===== config.mk =====
export PLATFORM = sky130hd
export DESIGN_NAME = lpc_sideband_status_ctrl
export DESIGN_NICKNAME = d
export VERILOG_FILES = /design/src/verilog/lpc_sideband_pkg.sv /design/src/verilog/link_status_if.sv /design/src/verilog/lclk_monitor.sv /design/src/verilog/lpc_sideband_status_ctrl.sv
export SDC_FILE = /design/constraint.sdc
export NUM_CORES = 1
export LEC_CHECK = 0
export BUFFER_PORTS_ARGS = -buffer_cell sky130_fd_sc_hd__buf_4
export CORE_MARGIN = 4
export CORE_UTILIZATION = 53
export DETAILED_ROUTE_END_ITERATION = 12
export GPL_ROUTABILITY_DRIVEN = 0
export PLACE_DENSITY = 0.81
export REMOVE_ABC_BUFFERS = 1
export SLEW_MARGIN = 5
export SYNTH_ARGS = -nofsm -noshare
export SYNTH_HDL_FRONTEND = slang
export SYNTH_HIERARCHICAL = 1
export SYNTH_SLANG_ARGS = --single-unit

===== constraint.sdc =====
create_clock -name clk -period 1.9 [get_ports clk]
set_input_delay 0.19 -clock clk [delete_from_list [all_inputs] [get_ports clk]]
set_output_delay 0.19 -clock clk [all_outputs]
set_load 0.05 [all_outputs]

===== src/verilog/lpc_sideband_pkg.sv =====
// Purpose: shared constants for the sideband control and status block
// Assumes: 8-bit register port, 200 MHz core clock
// Notes: register offsets are word indices on the plain register port
`default_nettype none
package lpc_sideband_pkg;

  // ---------------------------------------------------------------
  // register port
  // ---------------------------------------------------------------
  localparam int unsigned ADDR_W = 2;
  localparam int unsigned DATA_W = 8;
  localparam logic [ADDR_W-1:0] OUT_CTRL_ADDR = 2'h0;
  localparam logic [ADDR_W-1:0] STATUS_CTRL_ADDR = 2'h1;
  localparam logic [ADDR_W-1:0] EVT_STATUS_ADDR = 2'h2;
  localparam logic [ADDR_W-1:0] EVT_MASK_ADDR = 2'h3;

  // ---------------------------------------------------------------
  // field layout
  // ---------------------------------------------------------------
  localparam int unsigned SB_N = 3;
  localparam int unsigned WAKE_BIT = 2;
  localparam int unsigned SMI_BIT = 1;
  localparam int unsigned CTRL_BIT = 0;
  localparam int unsigned XFER_BIT = 7;
  localparam int unsigned BUS_CLOCK_RESTART_REQUEST_BIT = 6;
  localparam int unsigned FRAME_BIT = 5;
  localparam int unsigned EV_N = 4;
  localparam int unsigned EV_XFER_START = 0;
  localparam int unsigned EV_XFER_END = 1;
  localparam int unsigned EV_BUS_CLOCK_RESTART_REQUEST = 2;
  localparam int unsigned EV_FRAME_END = 3;

  // ---------------------------------------------------------------
  // reset values
  // ---------------------------------------------------------------
  localparam logic [SB_N-1:0] SB_RST = 3'h0;
  localparam logic [EV_N-1:0] EV_RST = 4'h0;
  localparam logic [DATA_W-1:0] DATA_RST = 8'h00;

  // ---------------------------------------------------------------
  // timing
  // ---------------------------------------------------------------
  localparam int unsigned CLK_PERIOD_PS = 5000;
  localparam int unsigned LCLK_STOP_NS = 250;
  localparam int unsigned LCLK_STOP_CYC =
    (LCLK_STOP_NS * 1000 + CLK_PERIOD_PS - 1) / CLK_PERIOD_PS;
  localparam int unsigned STOP_CNT_W = 8;

endpackage : lpc_sideband_pkg
`default_nettype wire


===== src/verilog/link_status_if.sv =====
// Purpose: carries synchronised link conditions from the monitor to the core
// Assumes: both ends on clk
// Notes: all members are registered by the monitor
`timescale 1ns/1ps
`default_nettype none
interface link_status_if;
  logic lclk_stopped;
  logic hw_reset;
  logic hw_shutdown;

  modport mon (output lclk_stopped, output hw_reset, output hw_shutdown);
  modport core (input lclk_stopped, input hw_reset, input hw_shutdown);
endinterface : link_status_if
`default_nettype wire


===== src/verilog/lclk_monitor.sv =====
// Purpose: samples the link clock and link reset pins, finds a stopped clock
// Assumes: lclk, lreset_n and lpcpd_n are asynchronous to clk
// Notes: a stopped clock is seen only after a full quiet interval
`timescale 1ns/1ps
`default_nettype none
module lclk_monitor
  import lpc_sideband_pkg::*;
(
  input wire logic clk,
  input wire logic rst_n,
  input wire logic lclk,
  input wire logic lreset_n,
  input wire logic lpcpd_n,
  link_status_if.mon st
);

  localparam logic [STOP_CNT_W-1:0] STOP_CNT = STOP_CNT_W'(LCLK_STOP_CYC);

  logic lclk_s1_ff, lclk_s2_ff, lclk_s3_ff;
  logic lrst_s1_ff, lrst_s2_ff;
  logic lpd_s1_ff, lpd_s2_ff;
  logic [STOP_CNT_W-1:0] quiet_cnt_ff;

  // ---------------------------------------------------------------
  // synchronisers
  // ---------------------------------------------------------------
  always_ff @(posedge clk or negedge rst_n)
  begin
    if (!rst_n)
    begin
      lclk_s1_ff <= 1'b0;
      lclk_s2_ff <= 1'b0;
      lclk_s3_ff <= 1'b0;
    end
    else
    begin
      lclk_s1_ff <= lclk;
      lclk_s2_ff <= lclk_s1_ff;
      lclk_s3_ff <= lclk_s2_ff;
    end
  end

  // pins idle high; reset value keeps the link out of reset/shutdown
  always_ff @(posedge clk or negedge rst_n)
  begin
    if (!rst_n)
    begin
      lrst_s1_ff <= 1'b1;
      lrst_s2_ff <= 1'b1;
      lpd_s1_ff <= 1'b1;
      lpd_s2_ff <= 1'b1;
    end
    else
    begin
      lrst_s1_ff <= lreset_n;
      lrst_s2_ff <= lrst_s1_ff;
      lpd_s1_ff <= lpcpd_n;
      lpd_s2_ff <= lpd_s1_ff;
    end
  end

  // ---------------------------------------------------------------
  // quiet interval counter, restarted by each rising lclk edge
  // ---------------------------------------------------------------
  always_ff @(posedge clk or negedge rst_n)
  begin
    if (!rst_n)
      quiet_cnt_ff <= '0;
    else if (lclk_s2_ff && !lclk_s3_ff)
      quiet_cnt_ff <= '0;
    else if (quiet_cnt_ff != STOP_CNT)
      quiet_cnt_ff <= quiet_cnt_ff + 1'b1;
  end

  always_ff @(posedge clk or negedge rst_n)
  begin
    if (!rst_n)
    begin
      st.lclk_stopped <= 1'b0;
      st.hw_reset <= 1'b0;
      st.hw_shutdown <= 1'b0;
    end
    else
    begin
      st.lclk_stopped <= (quiet_cnt_ff == STOP_CNT);
      st.hw_reset <= !lrst_s2_ff;
      st.hw_shutdown <= !lpd_s2_ff;
    end
  end

endmodule : lclk_monitor
`default_nettype wire


===== src/verilog/lpc_sideband_status_ctrl.sv =====
// Purpose: firmware control of three open-drain sideband pins and status flags
// Assumes: cycle and serial-interrupt events arrive as clk-domain pulses
// Notes: registers are reached over a plain port with read data one cycle later
//
// Added by the designer: the register addresses and strobed register access.
`timescale 1ns/1ps
`default_nettype none

// How it works
// - wake enable 0 hands pin to other function; enabled: low for 0, float for 1
// - sys-mgmt irq enable 0 leaves alternate function; else low for 0, float for 1
// - ctrl irq enable 0 keeps other function; else low for 0, float for 1
// - sideband pins open-drain: only pull low or release; board supplies pull-up
// - transfer flag bit 7 sets on handled cycle type and address match
// - transfer flag clears when handled cycle ends normally or is aborted
// - transfer flag reads 0 when idle, unaddressed, or type/address unknown
// - link reset or shutdown, hardware or software, clears all three flags
// - clock-restart flag bit 6 sets: quiet mode, clock stopped, irq to send
// - clock-restart flag clears: no irq left, quiet mode, continuous mode
// - frame flag bit 5 sets at serial-irq frame start, clears at its end
// - three level bits sit at 2..0 of status register, read/write, reset 0
module lpc_sideband_status_ctrl
  import lpc_sideband_pkg::*;
(
  input wire logic clk,
  input wire logic rst_n,
  input wire logic [ADDR_W-1:0] reg_addr,
  input wire logic [DATA_W-1:0] reg_wdata,
  input wire logic reg_wr,
  input wire logic reg_rd,
  output logic [DATA_W-1:0] reg_rdata,
  input wire logic lclk,
  input wire logic lreset_n,
  input wire logic lpcpd_n,
  input wire logic lpc_sw_reset,
  input wire logic lpc_sw_shutdown,
  input wire logic cycle_match,
  input wire logic cycle_done,
  input wire logic cycle_abort,
  input wire logic serirq_frame_start,
  input wire logic serirq_frame_end,
  input wire logic serirq_quiet_mode,
  input wire logic serirq_continuous,
  input wire logic serirq_irq_pending,
  output logic [SB_N-1:0] sideband_pin_out,
  output logic [SB_N-1:0] sideband_pin_oe,
  output logic [SB_N-1:0] sideband_alt_func,
  output logic bus_clock_restart_request,
  output logic irq
);

  link_status_if st ();

  lclk_monitor u_mon (
    .clk(clk),
    .rst_n(rst_n),
    .lclk(lclk),
    .lreset_n(lreset_n),
    .lpcpd_n(lpcpd_n),
    .st(st)
  );

  function automatic logic hit(input logic [ADDR_W-1:0] a, input logic [ADDR_W-1:0] r);
    hit = (a == r);
  endfunction : hit

  // ---------------------------------------------------------------
  // control registers
  // ---------------------------------------------------------------
  logic [SB_N-1:0] out_enable_ff;
  logic [SB_N-1:0] out_level_ff;
  logic [EV_N-1:0] evt_status_ff;
  logic [EV_N-1:0] evt_mask_ff;
  logic [EV_N-1:0] evt_set;
  logic [EV_N-1:0] nxt_evt_status;
  logic transfer_in_progress_ff;
  logic clk_restart_ff;
  logic serial_irq_frame_active_ff;
  logic lpc_clear;
  logic bus_clock_restart_request_set;
  logic bus_clock_restart_request_clr;
  logic wr_out, wr_stat, wr_evt, wr_mask;

  assign wr_out = reg_wr && hit(reg_addr, OUT_CTRL_ADDR);
  assign wr_stat = reg_wr && hit(reg_addr, STATUS_CTRL_ADDR);
  assign wr_evt = reg_wr && hit(reg_addr, EVT_STATUS_ADDR);
  assign wr_mask = reg_wr && hit(reg_addr, EVT_MASK_ADDR);

  always_ff @(posedge clk or negedge rst_n)
  begin
    if (!rst_n)
      out_enable_ff <= SB_RST;
    else if (wr_out)
      out_enable_ff <= reg_wdata[SB_N-1:0];
  end

  // flag bits in the same byte are ignored on write
  always_ff @(posedge clk or negedge rst_n)
  begin
    if (!rst_n)
      out_level_ff <= SB_RST;
    else if (wr_stat)
      out_level_ff <= reg_wdata[SB_N-1:0];
  end

  // ---------------------------------------------------------------
  // open-drain pins
  // ---------------------------------------------------------------
  // data is always low; only the enable moves, so the pin never drives high
  always_ff @(posedge clk or negedge rst_n)
  begin
    if (!rst_n)
    begin
      sideband_pin_out <= SB_RST;
      sideband_pin_oe <= SB_RST;
      sideband_alt_func <= ~SB_RST;
    end
    else
    begin
      sideband_pin_out <= SB_RST;
      sideband_pin_oe <= out_enable_ff & ~out_level_ff;
      sideband_alt_func <= ~out_enable_ff;
    end
  end

  // ---------------------------------------------------------------
  // status flags
  // ---------------------------------------------------------------
  assign lpc_clear = st.hw_reset || lpc_sw_reset || st.hw_shutdown || lpc_sw_shutdown;

  // a new match in the same cycle as an end belongs to the next cycle
  always_ff @(posedge clk or negedge rst_n)
  begin
    if (!rst_n)
      transfer_in_progress_ff <= 1'b0;
    else if (lpc_clear)
      transfer_in_progress_ff <= 1'b0;
    else if (cycle_match)
      transfer_in_progress_ff <= 1'b1;
    else if (cycle_done || cycle_abort)
      transfer_in_progress_ff <= 1'b0;
  end

  assign bus_clock_restart_request_set = serirq_quiet_mode && st.lclk_stopped && serirq_irq_pending;
  assign bus_clock_restart_request_clr = serirq_quiet_mode && serirq_continuous && !serirq_irq_pending;

  always_ff @(posedge clk or negedge rst_n)
  begin
    if (!rst_n)
      clk_restart_ff <= 1'b0;
    else if (lpc_clear)
      clk_restart_ff <= 1'b0;
    else if (bus_clock_restart_request_set)
      clk_restart_ff <= 1'b1;
    else if (bus_clock_restart_request_clr)
      clk_restart_ff <= 1'b0;
  end

  always_ff @(posedge clk or negedge rst_n)
  begin
    if (!rst_n)
      serial_irq_frame_active_ff <= 1'b0;
    else if (lpc_clear)
      serial_irq_frame_active_ff <= 1'b0;
    else if (serirq_frame_start)
      serial_irq_frame_active_ff <= 1'b1;
    else if (serirq_frame_end)
      serial_irq_frame_active_ff <= 1'b0;
  end

  always_ff @(posedge clk or negedge rst_n)
  begin
    if (!rst_n)
      bus_clock_restart_request <= 1'b0;
    else
      bus_clock_restart_request <= clk_restart_ff;
  end

  // ---------------------------------------------------------------
  // interrupt status and mask
  // ---------------------------------------------------------------
  always_comb
  begin
    evt_set = EV_RST;
    evt_set[EV_XFER_START] = !lpc_clear && cycle_match && !transfer_in_progress_ff;
    evt_set[EV_XFER_END] = !lpc_clear && !cycle_match && transfer_in_progress_ff
      && (cycle_done || cycle_abort);
    evt_set[EV_BUS_CLOCK_RESTART_REQUEST] = !lpc_clear && bus_clock_restart_request_set && !clk_restart_ff;
    evt_set[EV_FRAME_END] = !lpc_clear && !serirq_frame_start && serirq_frame_end
      && serial_irq_frame_active_ff;
  end

  // set beats a write-one clear landing in the same cycle
  always_comb
  begin
    nxt_evt_status = evt_status_ff;
    if (wr_evt)
      nxt_evt_status = evt_status_ff & ~reg_wdata[EV_N-1:0];
    nxt_evt_status = nxt_evt_status | evt_set;
  end

  always_ff @(posedge clk or negedge rst_n)
  begin
    if (!rst_n)
      evt_status_ff <= EV_RST;
    else
      evt_status_ff <= nxt_evt_status;
  end

  always_ff @(posedge clk or negedge rst_n)
  begin
    if (!rst_n)
      evt_mask_ff <= EV_RST;
    else if (wr_mask)
      evt_mask_ff <= reg_wdata[EV_N-1:0];
  end

  always_ff @(posedge clk or negedge rst_n)
  begin
    if (!rst_n)
      irq <= 1'b0;
    else
      // the mask being written this cycle counts, so irq never lags a mask change
      irq <= |(nxt_evt_status & (wr_mask ? reg_wdata[EV_N-1:0] : evt_mask_ff));
  end

  // ---------------------------------------------------------------
  // read port
  // ---------------------------------------------------------------
  // data outside a read cycle returns to zero so stale values never linger
  always_ff @(posedge clk or negedge rst_n)
  begin
    if (!rst_n)
      reg_rdata <= DATA_RST;
    else
    begin
      reg_rdata <= DATA_RST;
      if (reg_rd)
      begin
        unique case (reg_addr)
          OUT_CTRL_ADDR: reg_rdata[SB_N-1:0] <= out_enable_ff;
          STATUS_CTRL_ADDR:
          begin
            reg_rdata[XFER_BIT] <= transfer_in_progress_ff;
            reg_rdata[BUS_CLOCK_RESTART_REQUEST_BIT] <= clk_restart_ff;
            reg_rdata[FRAME_BIT] <= serial_irq_frame_active_ff;
            reg_rdata[SB_N-1:0] <= out_level_ff;
          end
          EVT_STATUS_ADDR: reg_rdata[EV_N-1:0] <= evt_status_ff;
          EVT_MASK_ADDR: reg_rdata[EV_N-1:0] <= evt_mask_ff;
        endcase
      end
    end
  end
endmodule : lpc_sideband_status_ctrl
`default_nettype wire


==> out/metrics.cfg, run 1 <==
[routing]
dr_total_vias=1311
wl_per_cell_um=14.6
drc=0
drt_iter0_markers=88
antenna_left=0
dr.pass1.iters=4
avgViaCountPerCell=5.20
totalWireLength_um=3680

[die]
die_w_um=69.9
pin_count=46
core-area_um2=3690
initial_core_util=0.551
fp.dieArea_um2=4890
fp-row-count=22
die_h_um=69.9

[synthesis]
synth_top_area_share=0.530
ys_seq_area_frac=0.620
synthTopCellsByCount=43 x dfrtp_1, 12 x nand2_1, 11 x inv_1, 11 x nor2_1
ys.warnings.count=6
synth_area_leaders=dfrtp_1 53%, dfstp_2 9.1%, mux2_2 3.3%
syn_area_um2=2030
async_reset_ff_frac=1.00
ys_ff_latch=50
postSynthAreaPerCell_um2=12.8
synth_cell_types=38
ys.flop_type=dfrtp_1
netlist_instances=159
synth-edff-count=0
yosysMostFrequentCell=dfrtp_1
yosysTopAreaCell=dfrtp_1

[global_route]
antenna_found_initial=0
grt_pass1_wl_um=6290
grt_max_degree=51
grt_util_all_layers=0.164
grt_overflow=0
grt_pass1_vias=1405

[clocking]
cts_tree=built
insertion_delay_ps=290
cts_root_buf=clkbuf_8
ctsHoldBuffers=4
cts_buffers=5
path_clk_slew_ps=80
cts.path.max_buffers=2
cts.sinks=50
h-tree-depth=2
cts_setup_buffers=0
post_cts_resized=0

[worst_setup_path]
critPathTopFamily=simple AND/OR/NAND/NOR gates
rrSetupSlack_ps=260
cp_num_buf_inv=1
critical_path_class=flip-flop to flip-flop
critical_path.startpoint=u_mon/quiet_cnt_ff[0]
arrival_ps=1860
max_stage_delay_ps=460
reg2reg_depth=5
crit_required_ps=2120
r2r-start=u_mon/quiet_cnt_ff[0]
crit_path_end_kind=flip-flop
slowest_stage=or4b_4
critPathLaunchType=flip-flop
path_cells=inv_1 -> ha_1 -> or4b_4 -> nor3_4 -> mux2i_1
timing.rr.end=u_mon/quiet_cnt_ff[0]
crit_fanout=5

[power_and_ir_drop]
ir_drop_mv=0.682
finalPower_mw=2.32
power_density_nw_per_um2=948
p_leak_nw=1.18

[job]
drv_cap=0

[timing]
fin_crit_ps=1640
max_freq_mhz=608
setup_viol=0
slew_headroom=0.605
rsz0062_at_grt=no
hold_viol_final=0
holdWs_ps=95.4
slew_viol_final=0
min_period_over_period=0.865
tns_ps=0
worst_slew_pin_slew_ps=592
final.setup_skew_ps=9.32
worst_slack_ps=256

[status]
status=completed

[cells_and_area]
fillers=306
synthToLayoutAreaGrowth_pct=20.5
n_antenna_cell=0
fin_util=0.663
drive_gt1_frac=0.309
nets=232

[min_path]
min_path_cells=2
hold_path_class=input port to flip-flop
min_from=serirq_frame_start
hold-path-endpoint=evt_status_ff[3]

[placed_design]
dp_hpwl_um=2700
io_buffers=37
preCtsSetupSlack_ps=267

==> report_power, final <==
part | internal (mW) | total, mW | leakage, nW | switching, mW
clock | 0.262 | 0.572 | 0.0395 | 0.310
sequential | 1.19 | 1.27 | 0.630 | 0.0786
combinational | 0.191 | 0.477 | 0.511 | 0.286
==> routing by layer <==
layer | global-route usage | up-vias | share of wire
met5 | 0 | - | 0
met4 | 0.0723 | 0 | 0.024
met3 | 0.0446 | 9 | 0.044
met2 | 0.265 | 36 | 0.53
met1 | 0.206 | 646 | 0.41
li1 | - | 620 | -
==> registers in the layout (all words and copies together) (netlist names), 3 cells and up <==
name / flops
u_mon/quiet_cnt_ff: 8
evt_status_ff: 4
evt_mask_ff: 4
out_level_ff: 3
reg_rdata: 7
sideband_alt_func: 3
sideband_pin_oe: 3
out_enable_ff: 3
==> layout by cell type, fill, tap and decap left out, drive strengths merged, types with 2 or more instances in the layout <==
master / n
conb: 4
nor2: 11
nand3: 4
dfstp: 7
nand4b: 3
mux4: 3
xnor2: 2
dlygate4sd3: 4
and2: 6
a21oi: 5
ha: 2
o21ai: 8
nand2b: 4
dfrtp: 43
inv: 11
or3: 3
nand2: 12
nor3: 2
mux2i: 4
mux2: 6
o2bb2ai: 2
clkbuf: 8
buf: 37
==> how the worst max path moves through the flow <==
stage	end	slack (ps)	depth (start not counted)
2_1_floorplan	u_mon/quiet_cnt_ff[0]	390	5
3_3_place_gp	u_mon/quiet_cnt_ff[0]	310	5
3_5_place_dp	u_mon/quiet_cnt_ff[0]	270	5
4_1_cts	u_mon/quiet_cnt_ff[0]	250	5
5_1_grt	u_mon/quiet_cnt_ff[0]	180	5
6_report	u_mon/quiet_cnt_ff[0]	260	5
==> logic make-up after synthesis <==
kind of cell,count (synthesis),synth area share
adders and majority gates,2,0.0123
other,1,0.00185
AOI/OAI and AO/OA,21,0.0770
muxes,13,0.0863
xor gates and xnor gates,3,0.0129
DFF,50,0.620
and+or+nand+nor,51,0.142
buffers and inverters,18,0.0468
==> stage by stage <==
step | cell area, µm² | std cells
5_1_grt | 2450 | 252
6_report | 2450 | 252
4_1_cts | 2450 | 252
2_1_floorplan | 1990 | 155
3_3_place_gp | 2330 | 240
3_5_place_dp | 2330 | 240
==> worst reg2reg max path, cell delays in order (launching register included) <==
cell and delay [ps]:
dfrtp_1 430, inv_1 100, ha_1 130, or4b_4 460
nor3_4 220, mux2i_1 220
==> layout make-up <==
cell class                 instances  area (µm²)  area share
clock buffer                       8        80.1      0.0327
multi-input combinational         94         687       0.281
tap                               48        60.1      0.0246
inverter                          11        41.3      0.0169
timing repair buffer              41         318       0.130
sequential                        50        1260       0.515
Note: power is estimated with default switching activity, not from simulation.
==> run 2, diff against run 1 <==
BUFFER_PORTS_ARGS = default   (was -buffer_cell sky130_fd_sc_hd__buf_4)
CAP_MARGIN = 20   (was default)
CORE_UTILIZATION = 55   (was 53)
DONT_BUFFER_PORTS = 1   (was default)
PLACE_DENSITY = 0.73   (was 0.81)
==> run 2 against run 1 <==
  * Via count fell by 6.7%
  * Sequential power rose by 9%
  * Critical endpoint is now u_mon/quiet_cnt_ff[1]
  * Clock power rose by 6.3%
  * Utilization fell by 1.7 points
  * Worst hold slack got worse by 82 ps
  * Clock skew fell by 6.1 ps
  * Fmax fell by 1.8%
  * Final cell count fell by 14%
  * Combinational power fell by 45%
  * Final area fell by 9.1%
  * Register-to-register slack got worse by 30 ps
==> out/metrics.cfg, run 2 (synthesis gave the netlist of run 1 again) <==
[status]
status=completed

[clocking]
cts.sinks=50  ; unchanged
insertion_delay_ps=290  ; about the same
ctsHoldBuffers=7  ; +3
cts_setup_buffers=0  ; unchanged
post_cts_resized=0  ; unchanged
path_clk_slew_ps=80  ; about the same
cts_buffers=5  ; unchanged
cts_root_buf=clkbuf_8
cts_tree=built
h-tree-depth=2  ; unchanged
cts.path.max_buffers=2  ; unchanged

[power_and_ir_drop]
ir_drop_mv=0.618  ; -9.3%
p_int_mw=1.62  ; -1.7%
power_frac_clock=0.268  ; +0.021
p_leak_nw=1.03  ; -13%
p_comb_frac=0.116  ; -0.090
power_switching_mw=0.650  ; -3.7%
power_frac_seq=0.615  ; +0.067
p_sw_frac=0.287  ; -0.00415
finalPower_mw=2.27  ; -2.3%
power_density_nw_per_um2=1020  ; +7.4%

[min_path]
hold_path_class=input port to flip-flop

[die]
die_w_um=68.8  ; -1.6%
fp.dieArea_um2=4730  ; -3.2%
pin_count=46  ; unchanged
fp-row-count=21  ; -4.5%
core-area_um2=3440  ; -6.7%
initial_core_util=0.590  ; +0.0394
die_h_um=68.8  ; -1.6%

[timing]
setup_viol=0  ; unchanged
holdWs_ps=13.4  ; -82.0 ps
max_freq_mhz=597  ; -1.8%
worst_slack_ps=225  ; -30.4 ps
fin_crit_ps=1670  ; +30.4 ps
slew_viol_final=0  ; unchanged
rsz0062_at_grt=no
tns_ps=0  ; unchanged
final.setup_skew_ps=3.19  ; -6.13 ps
hold_viol_final=0  ; unchanged
min_period_over_period=0.881  ; +0.0160

[routing]
topRoutingLayerUsed=met4
dr.pass1.iters=4  ; unchanged
antenna_left=0  ; unchanged
totalWireLength_um=3570  ; -3.2%
drc=0  ; unchanged
wl_met2_um=1750  ; -9.7%
wl_met3_um=308  ; +89%
avgViaCountPerCell=5.66  ; +8.8%
dr_total_vias=1223  ; -6.7%
drt_iter0_markers=55  ; -38%
met1_length_um=1490  ; about the same
wl_per_cell_um=16.5  ; +13%

[placed_design]
dp_hpwl_um=2570  ; -5.0%
io_buffers=0  ; -100%
preCtsSetupSlack_ps=222  ; -45.0 ps
place_area_um2=2050  ; -12%

[cells_and_area]
final_common_cell=dfrtp_1
drive_gt1_frac=0.171  ; -0.138
largest_register_ffs=8  ; unchanged
n_antenna_cell=0  ; unchanged
top_register=u_mon/quiet_cnt_ff
reg_top3=u_mon/quiet_cnt_ff x8, reg_rdata x7
most-common-layout-cells=43 x dfrtp_1, 12 x nand2_1, 11 x inv_1, 11 x nor2_1
final_area_um2=2220  ; -9.1%
nets=198  ; -15%
synthToLayoutAreaGrowth_pct=9.55

[worst_setup_path]
path_cells=inv_1 -> ha_1 -> or4b_4 -> nor3_4 -> mux2i_1
max_stage_delay_ps=470  ; about the same
slowest_stage=or4b_4
critPathTopFamily=simple AND/OR/NAND/NOR gates
critical_path_class=flip-flop to flip-flop
critPathLaunchType=flip-flop
arrival_ps=1880  ; +20 ps
crit_fanout=5  ; unchanged
crit_path_end_kind=flip-flop
cp_num_buf_inv=1  ; unchanged
crit_required_ps=2110  ; about the same

[global_route]
grt_overflow=0  ; unchanged
antenna_found_initial=0  ; unchanged
grt_util_all_layers=0.175  ; +0.0112
grt_max_degree=51  ; unchanged
grt_pass1_vias=1300  ; -7.5%
grt_pass1_wl_um=5950  ; -5.4%

[job]
drv_cap=0  ; unchanged

==> run 2: cell types whose count changed in the layout (fill, tap and decap cells not counted), sizes merged <==
cell and change:
dlygate4sd3 +2, clkbuf -1, buf -36, clkinv +1
==> run 2: metrics by stage <==
stage / utilization / cells
after floorplan: - / 155
after global placement: 0.594 / 201
after detailed placement: 0.594 / 201
after CTS: 0.646 / 216
after global routing: 0.646 / 216
final: 0.646 / 216
==> run 2: area by class of cell <==
cell class / instances / area [µm²]
well taps: 46 / 57.6
flip-flops and latches: 50 / 1260
clock inverters: 1 / 5.00
multi-input cells: 94 / 687
inverters: 11 / 41.3
fillers: 269 / 1220
clock buffers: 7 / 86.3
repair buffers: 7 / 87.6
==> run 2: worst register-to-register path: stages, from the launching register on <==
cell     delay (ps)
dfrtp_1         420
inv_1            90
ha_1            140
or4b_4          470
nor3_4          230
mux2i_1         250
==> run 2: path summary, 6_finish.rpt <==
| check | start | slack [ps] | cells after the start | to |
|---|---|---|---|---|
| worst max-delay path | u_mon/quiet_cnt_ff[0] | 230 | 5 | u_mon/quiet_cnt_ff[1] |
| worst min-delay path | reg_addr[1] | 10 | 2 | reg_rdata[3] |
| worst max register to register | u_mon/quiet_cnt_ff[0] | 230 | 5 | u_mon/quiet_cnt_ff[1] |
| worst min register to register | u_mon/lclk_s1_ff | 360 | 0 | u_mon/lclk_s2_ff |
| max in group asynchronous | rst_n | 1220 | 2 | sideband_alt_func[0] |
| min in group asynchronous | rst_n | 400 | 2 | sideband_pin_oe[2] |
==> run 2: power by group through the flow <==
| stage | Sequential [mW] | Clock [mW] | Combinational (mW) |
|---|---|---|---|
| CTS | 1.40 | 0.633 | 0.268 |
| global placement | 1.41 | 0 | 0.211 |
| detailed placement | 1.42 | 0 | 0.227 |
| floorplan | 1.39 | 0 | 0.193 |
| global route | 1.42 | 0.678 | 0.295 |
| finish | 1.39 | 0.608 | 0.264 |
==> run 2: layer usage <==
metal | GRT usage | up-vias
met4 | 0.0438 | 0
met5 | 0 | -
met2 | 0.282 | 46
li1 | - | 554
met1 | 0.215 | 621
met3 | 0.0794 | 2
==> run 3, diff against run 2 <==
--- a/config.mk
+++ b/config.mk
@@ -8,2 +8,3 @@
 export CAP_MARGIN = 20
+export CORE_ASPECT_RATIO = 1.25
 export CORE_MARGIN = 4
==> constraint.sdc (replaced) <==
create_clock -name clk -period 1.9 [get_ports clk]
set_input_delay 0.285 -clock clk [delete_from_list [all_inputs] [get_ports clk]]
set_output_delay 0.285 -clock clk [all_outputs]
set_load 0.05 [all_outputs]
==> run 3 against run 2 <==
  * Wire length down 8.5%
  * Via count down 5.3%
  * Utilization down 2.3 points
  * Non-clock buffer count down 2
  * Power down 1.1%
  * Critical endpoint is now u_mon/quiet_cnt_ff[0]
  * Clock power down 3%
  * Sequential power about the same
  * Highest routed layer unchanged
  * Sequential share of layout area up 0.87 points
  * Clock-buffer cell count down 1
  * Die area up 0.13%
==> out/metrics.cfg, run 3 (synthesis gave the netlist of run 1 again) <==
[status]
status=completed

[cells_and_area]
reg_top3=u_mon/quiet_cnt_ff x8, reg_rdata x7
largest_register_ffs=8  ; unchanged
n_antenna_cell=0  ; unchanged
fin_util=0.624  ; -0.0227
final_common_cell=dfrtp_1
most-common-layout-cells=43 x dfrtp_1, 12 x nand2_1, 11 x inv_1, 11 x nor2_1
drive_gt1_frac=0.173  ; +0.00203
nets=196  ; -1.0%
synthToLayoutAreaGrowth_pct=7.89
top_register=u_mon/quiet_cnt_ff

[clocking]
cts.path.max_buffers=2  ; unchanged
post_cts_resized=0  ; unchanged
cts_setup_buffers=0  ; unchanged
path_clk_slew_ps=80  ; about the same
h-tree-depth=2  ; unchanged
cts_tree=built
cts_root_buf=clkbuf_8
insertion_delay_ps=300  ; about the same
cts.sinks=50  ; unchanged
cts_buffers=5  ; unchanged

[routing]
avgViaCountPerCell=5.59  ; -1.2%
totalWireLength_um=3270  ; -8.5%
drt_iter0_markers=34  ; -38%
dr.pass1.iters=4  ; unchanged
wl_per_cell_um=15.8  ; -4.5%
antenna_left=0  ; unchanged
drc=0  ; unchanged
dr_total_vias=1158  ; -5.3%

[global_route]
grt_util_all_layers=0.149  ; -0.0264
grt_pass1_vias=1217  ; -6.4%
antenna_found_initial=0  ; unchanged
grt_max_degree=51  ; unchanged
grt_overflow=0  ; unchanged
grt_pass1_wl_um=5660  ; -5.0%

[die]
fp.dieArea_um2=4730  ; +0.13%
die_h_um=75.9  ; +10%
pin_count=46  ; unchanged
core-area_um2=3510  ; +2.1%
initial_core_util=0.578  ; -0.0120
fp-row-count=24  ; +14%
die_w_um=62.4  ; -9.3%

[worst_setup_path]
critPathLaunchType=flip-flop
crit_fanout=5  ; unchanged
path_cells=inv_1 -> ha_1 -> or4b_4 -> nor3_4 -> mux2i_1
crit_path_end_kind=flip-flop
slowest_stage=or4b_4
critical_path_class=flip-flop to flip-flop
arrival_ps=1850  ; -30 ps
max_stage_delay_ps=470  ; about the same
crit_required_ps=2120  ; about the same

[power_and_ir_drop]
finalPower_mw=2.24  ; -1.1%
power_frac_seq=0.622  ; +0.007
p_int_mw=1.58  ; -2.3%
power_switching_mw=0.662  ; +1.9%
power_density_nw_per_um2=1020  ; +0.45%
p_sw_frac=0.295  ; +0.00853
ir_drop_mv=0.804  ; +30%
power_frac_clock=0.263  ; -0.005
p_comb_frac=0.115  ; about the same
p_leak_nw=1.02  ; -1.1%

[timing]
tns_ps=0  ; unchanged
setup_viol=0  ; unchanged
hold_viol_final=0  ; unchanged
final.setup_skew_ps=5.76  ; +2.57 ps
rsz0062_at_grt=no
fin_crit_ps=1630  ; -47.4 ps
max_freq_mhz=615  ; +2.9%
slew_viol_final=0  ; unchanged
min_period_over_period=0.856  ; -0.0249

[job]
drv_cap=0  ; unchanged

[min_path]
hold_path_class=input port to flip-flop

[placed_design]
io_buffers=0  ; unchanged
dp_hpwl_um=2460  ; -4.2%

run 3: cell count changes in the layout (fill, tap and decap cells not counted):
cell,change
dlygate4sd3_1,-2
clkbuf_8,-1
clkinv_4,+1
run 3: metal layers:
metal  wire, µm  up-vias  track usage
met4         48        0       0.0594
met2       1710       33        0.245
met3        261        7       0.0651
met1       1250      571        0.168
met5          0        -            0
li1           -      547            -
run 3: per-stage QoR:
step | std cells | worst slack (ps) | hold slack (ps) | area (µm²)
6_report | 207 | 273 | 82.7 | 2190
5_1_grt | 207 | 132 | 58.5 | 2190
4_1_cts | 207 | 245 | 68.3 | 2190
3_5_place_dp | 194 | 261 | -9.18 | 2040
3_3_place_gp | 194 | 308 | -9.37 | 2040
2_1_floorplan | 155 | 391 | -10.6 | 1990
run 3: final timing paths:
check / startpoint / cells after the start / slack [ps] / endpoint
max: u_mon/quiet_cnt_ff[0] / 5 / 270 / u_mon/quiet_cnt_ff[0]
min: serirq_frame_start / 1 / 80 / evt_status_ff[3]
max reg2reg: u_mon/quiet_cnt_ff[0] / 5 / 270 / u_mon/quiet_cnt_ff[0]
min reg2reg: u_mon/lclk_s1_ff / 0 / 360 / u_mon/lclk_s2_ff
max in group asynchronous: rst_n / 2 / 1140 / u_mon/lpd_s1_ff
min in group asynchronous: rst_n / 2 / 490 / out_level_ff[2]
run 3: critical path, delay by kind of cell, from the launching register on:
family	cells	cell delay [ps]
AND/OR/NAND/NOR	2	680
multiplexers	1	220
buffers and inverters	1	90
flip-flops	1	420
adder cells (fa/ha/maj)	1	150
run 3: timing repair:
action / in CTS / in global routing
hold endpoints to repair: 53 / 0
hold buffers: 5 / 0
setup endpoints to repair: 0 / 0
run 3: layout make-up:
class	count	area [µm²]
fill	274	1320
sequential	50	1260
multi-input combinational	94	687
clock buffer	6	72.6
timing repair buffer	5	67.6
tap	39	48.8
inverter	11	41.3
clock inverter	2	13.8
run 3: power by group through the flow:
stage	clock, mW	combinational (mW)	sequential (mW)
after floorplan	0	0.193	1.39
after global placement	0	0.212	1.41
after detailed placement	0	0.228	1.42
after CTS	0.612	0.263	1.39
after global routing	0.658	0.292	1.41
final	0.589	0.257	1.39
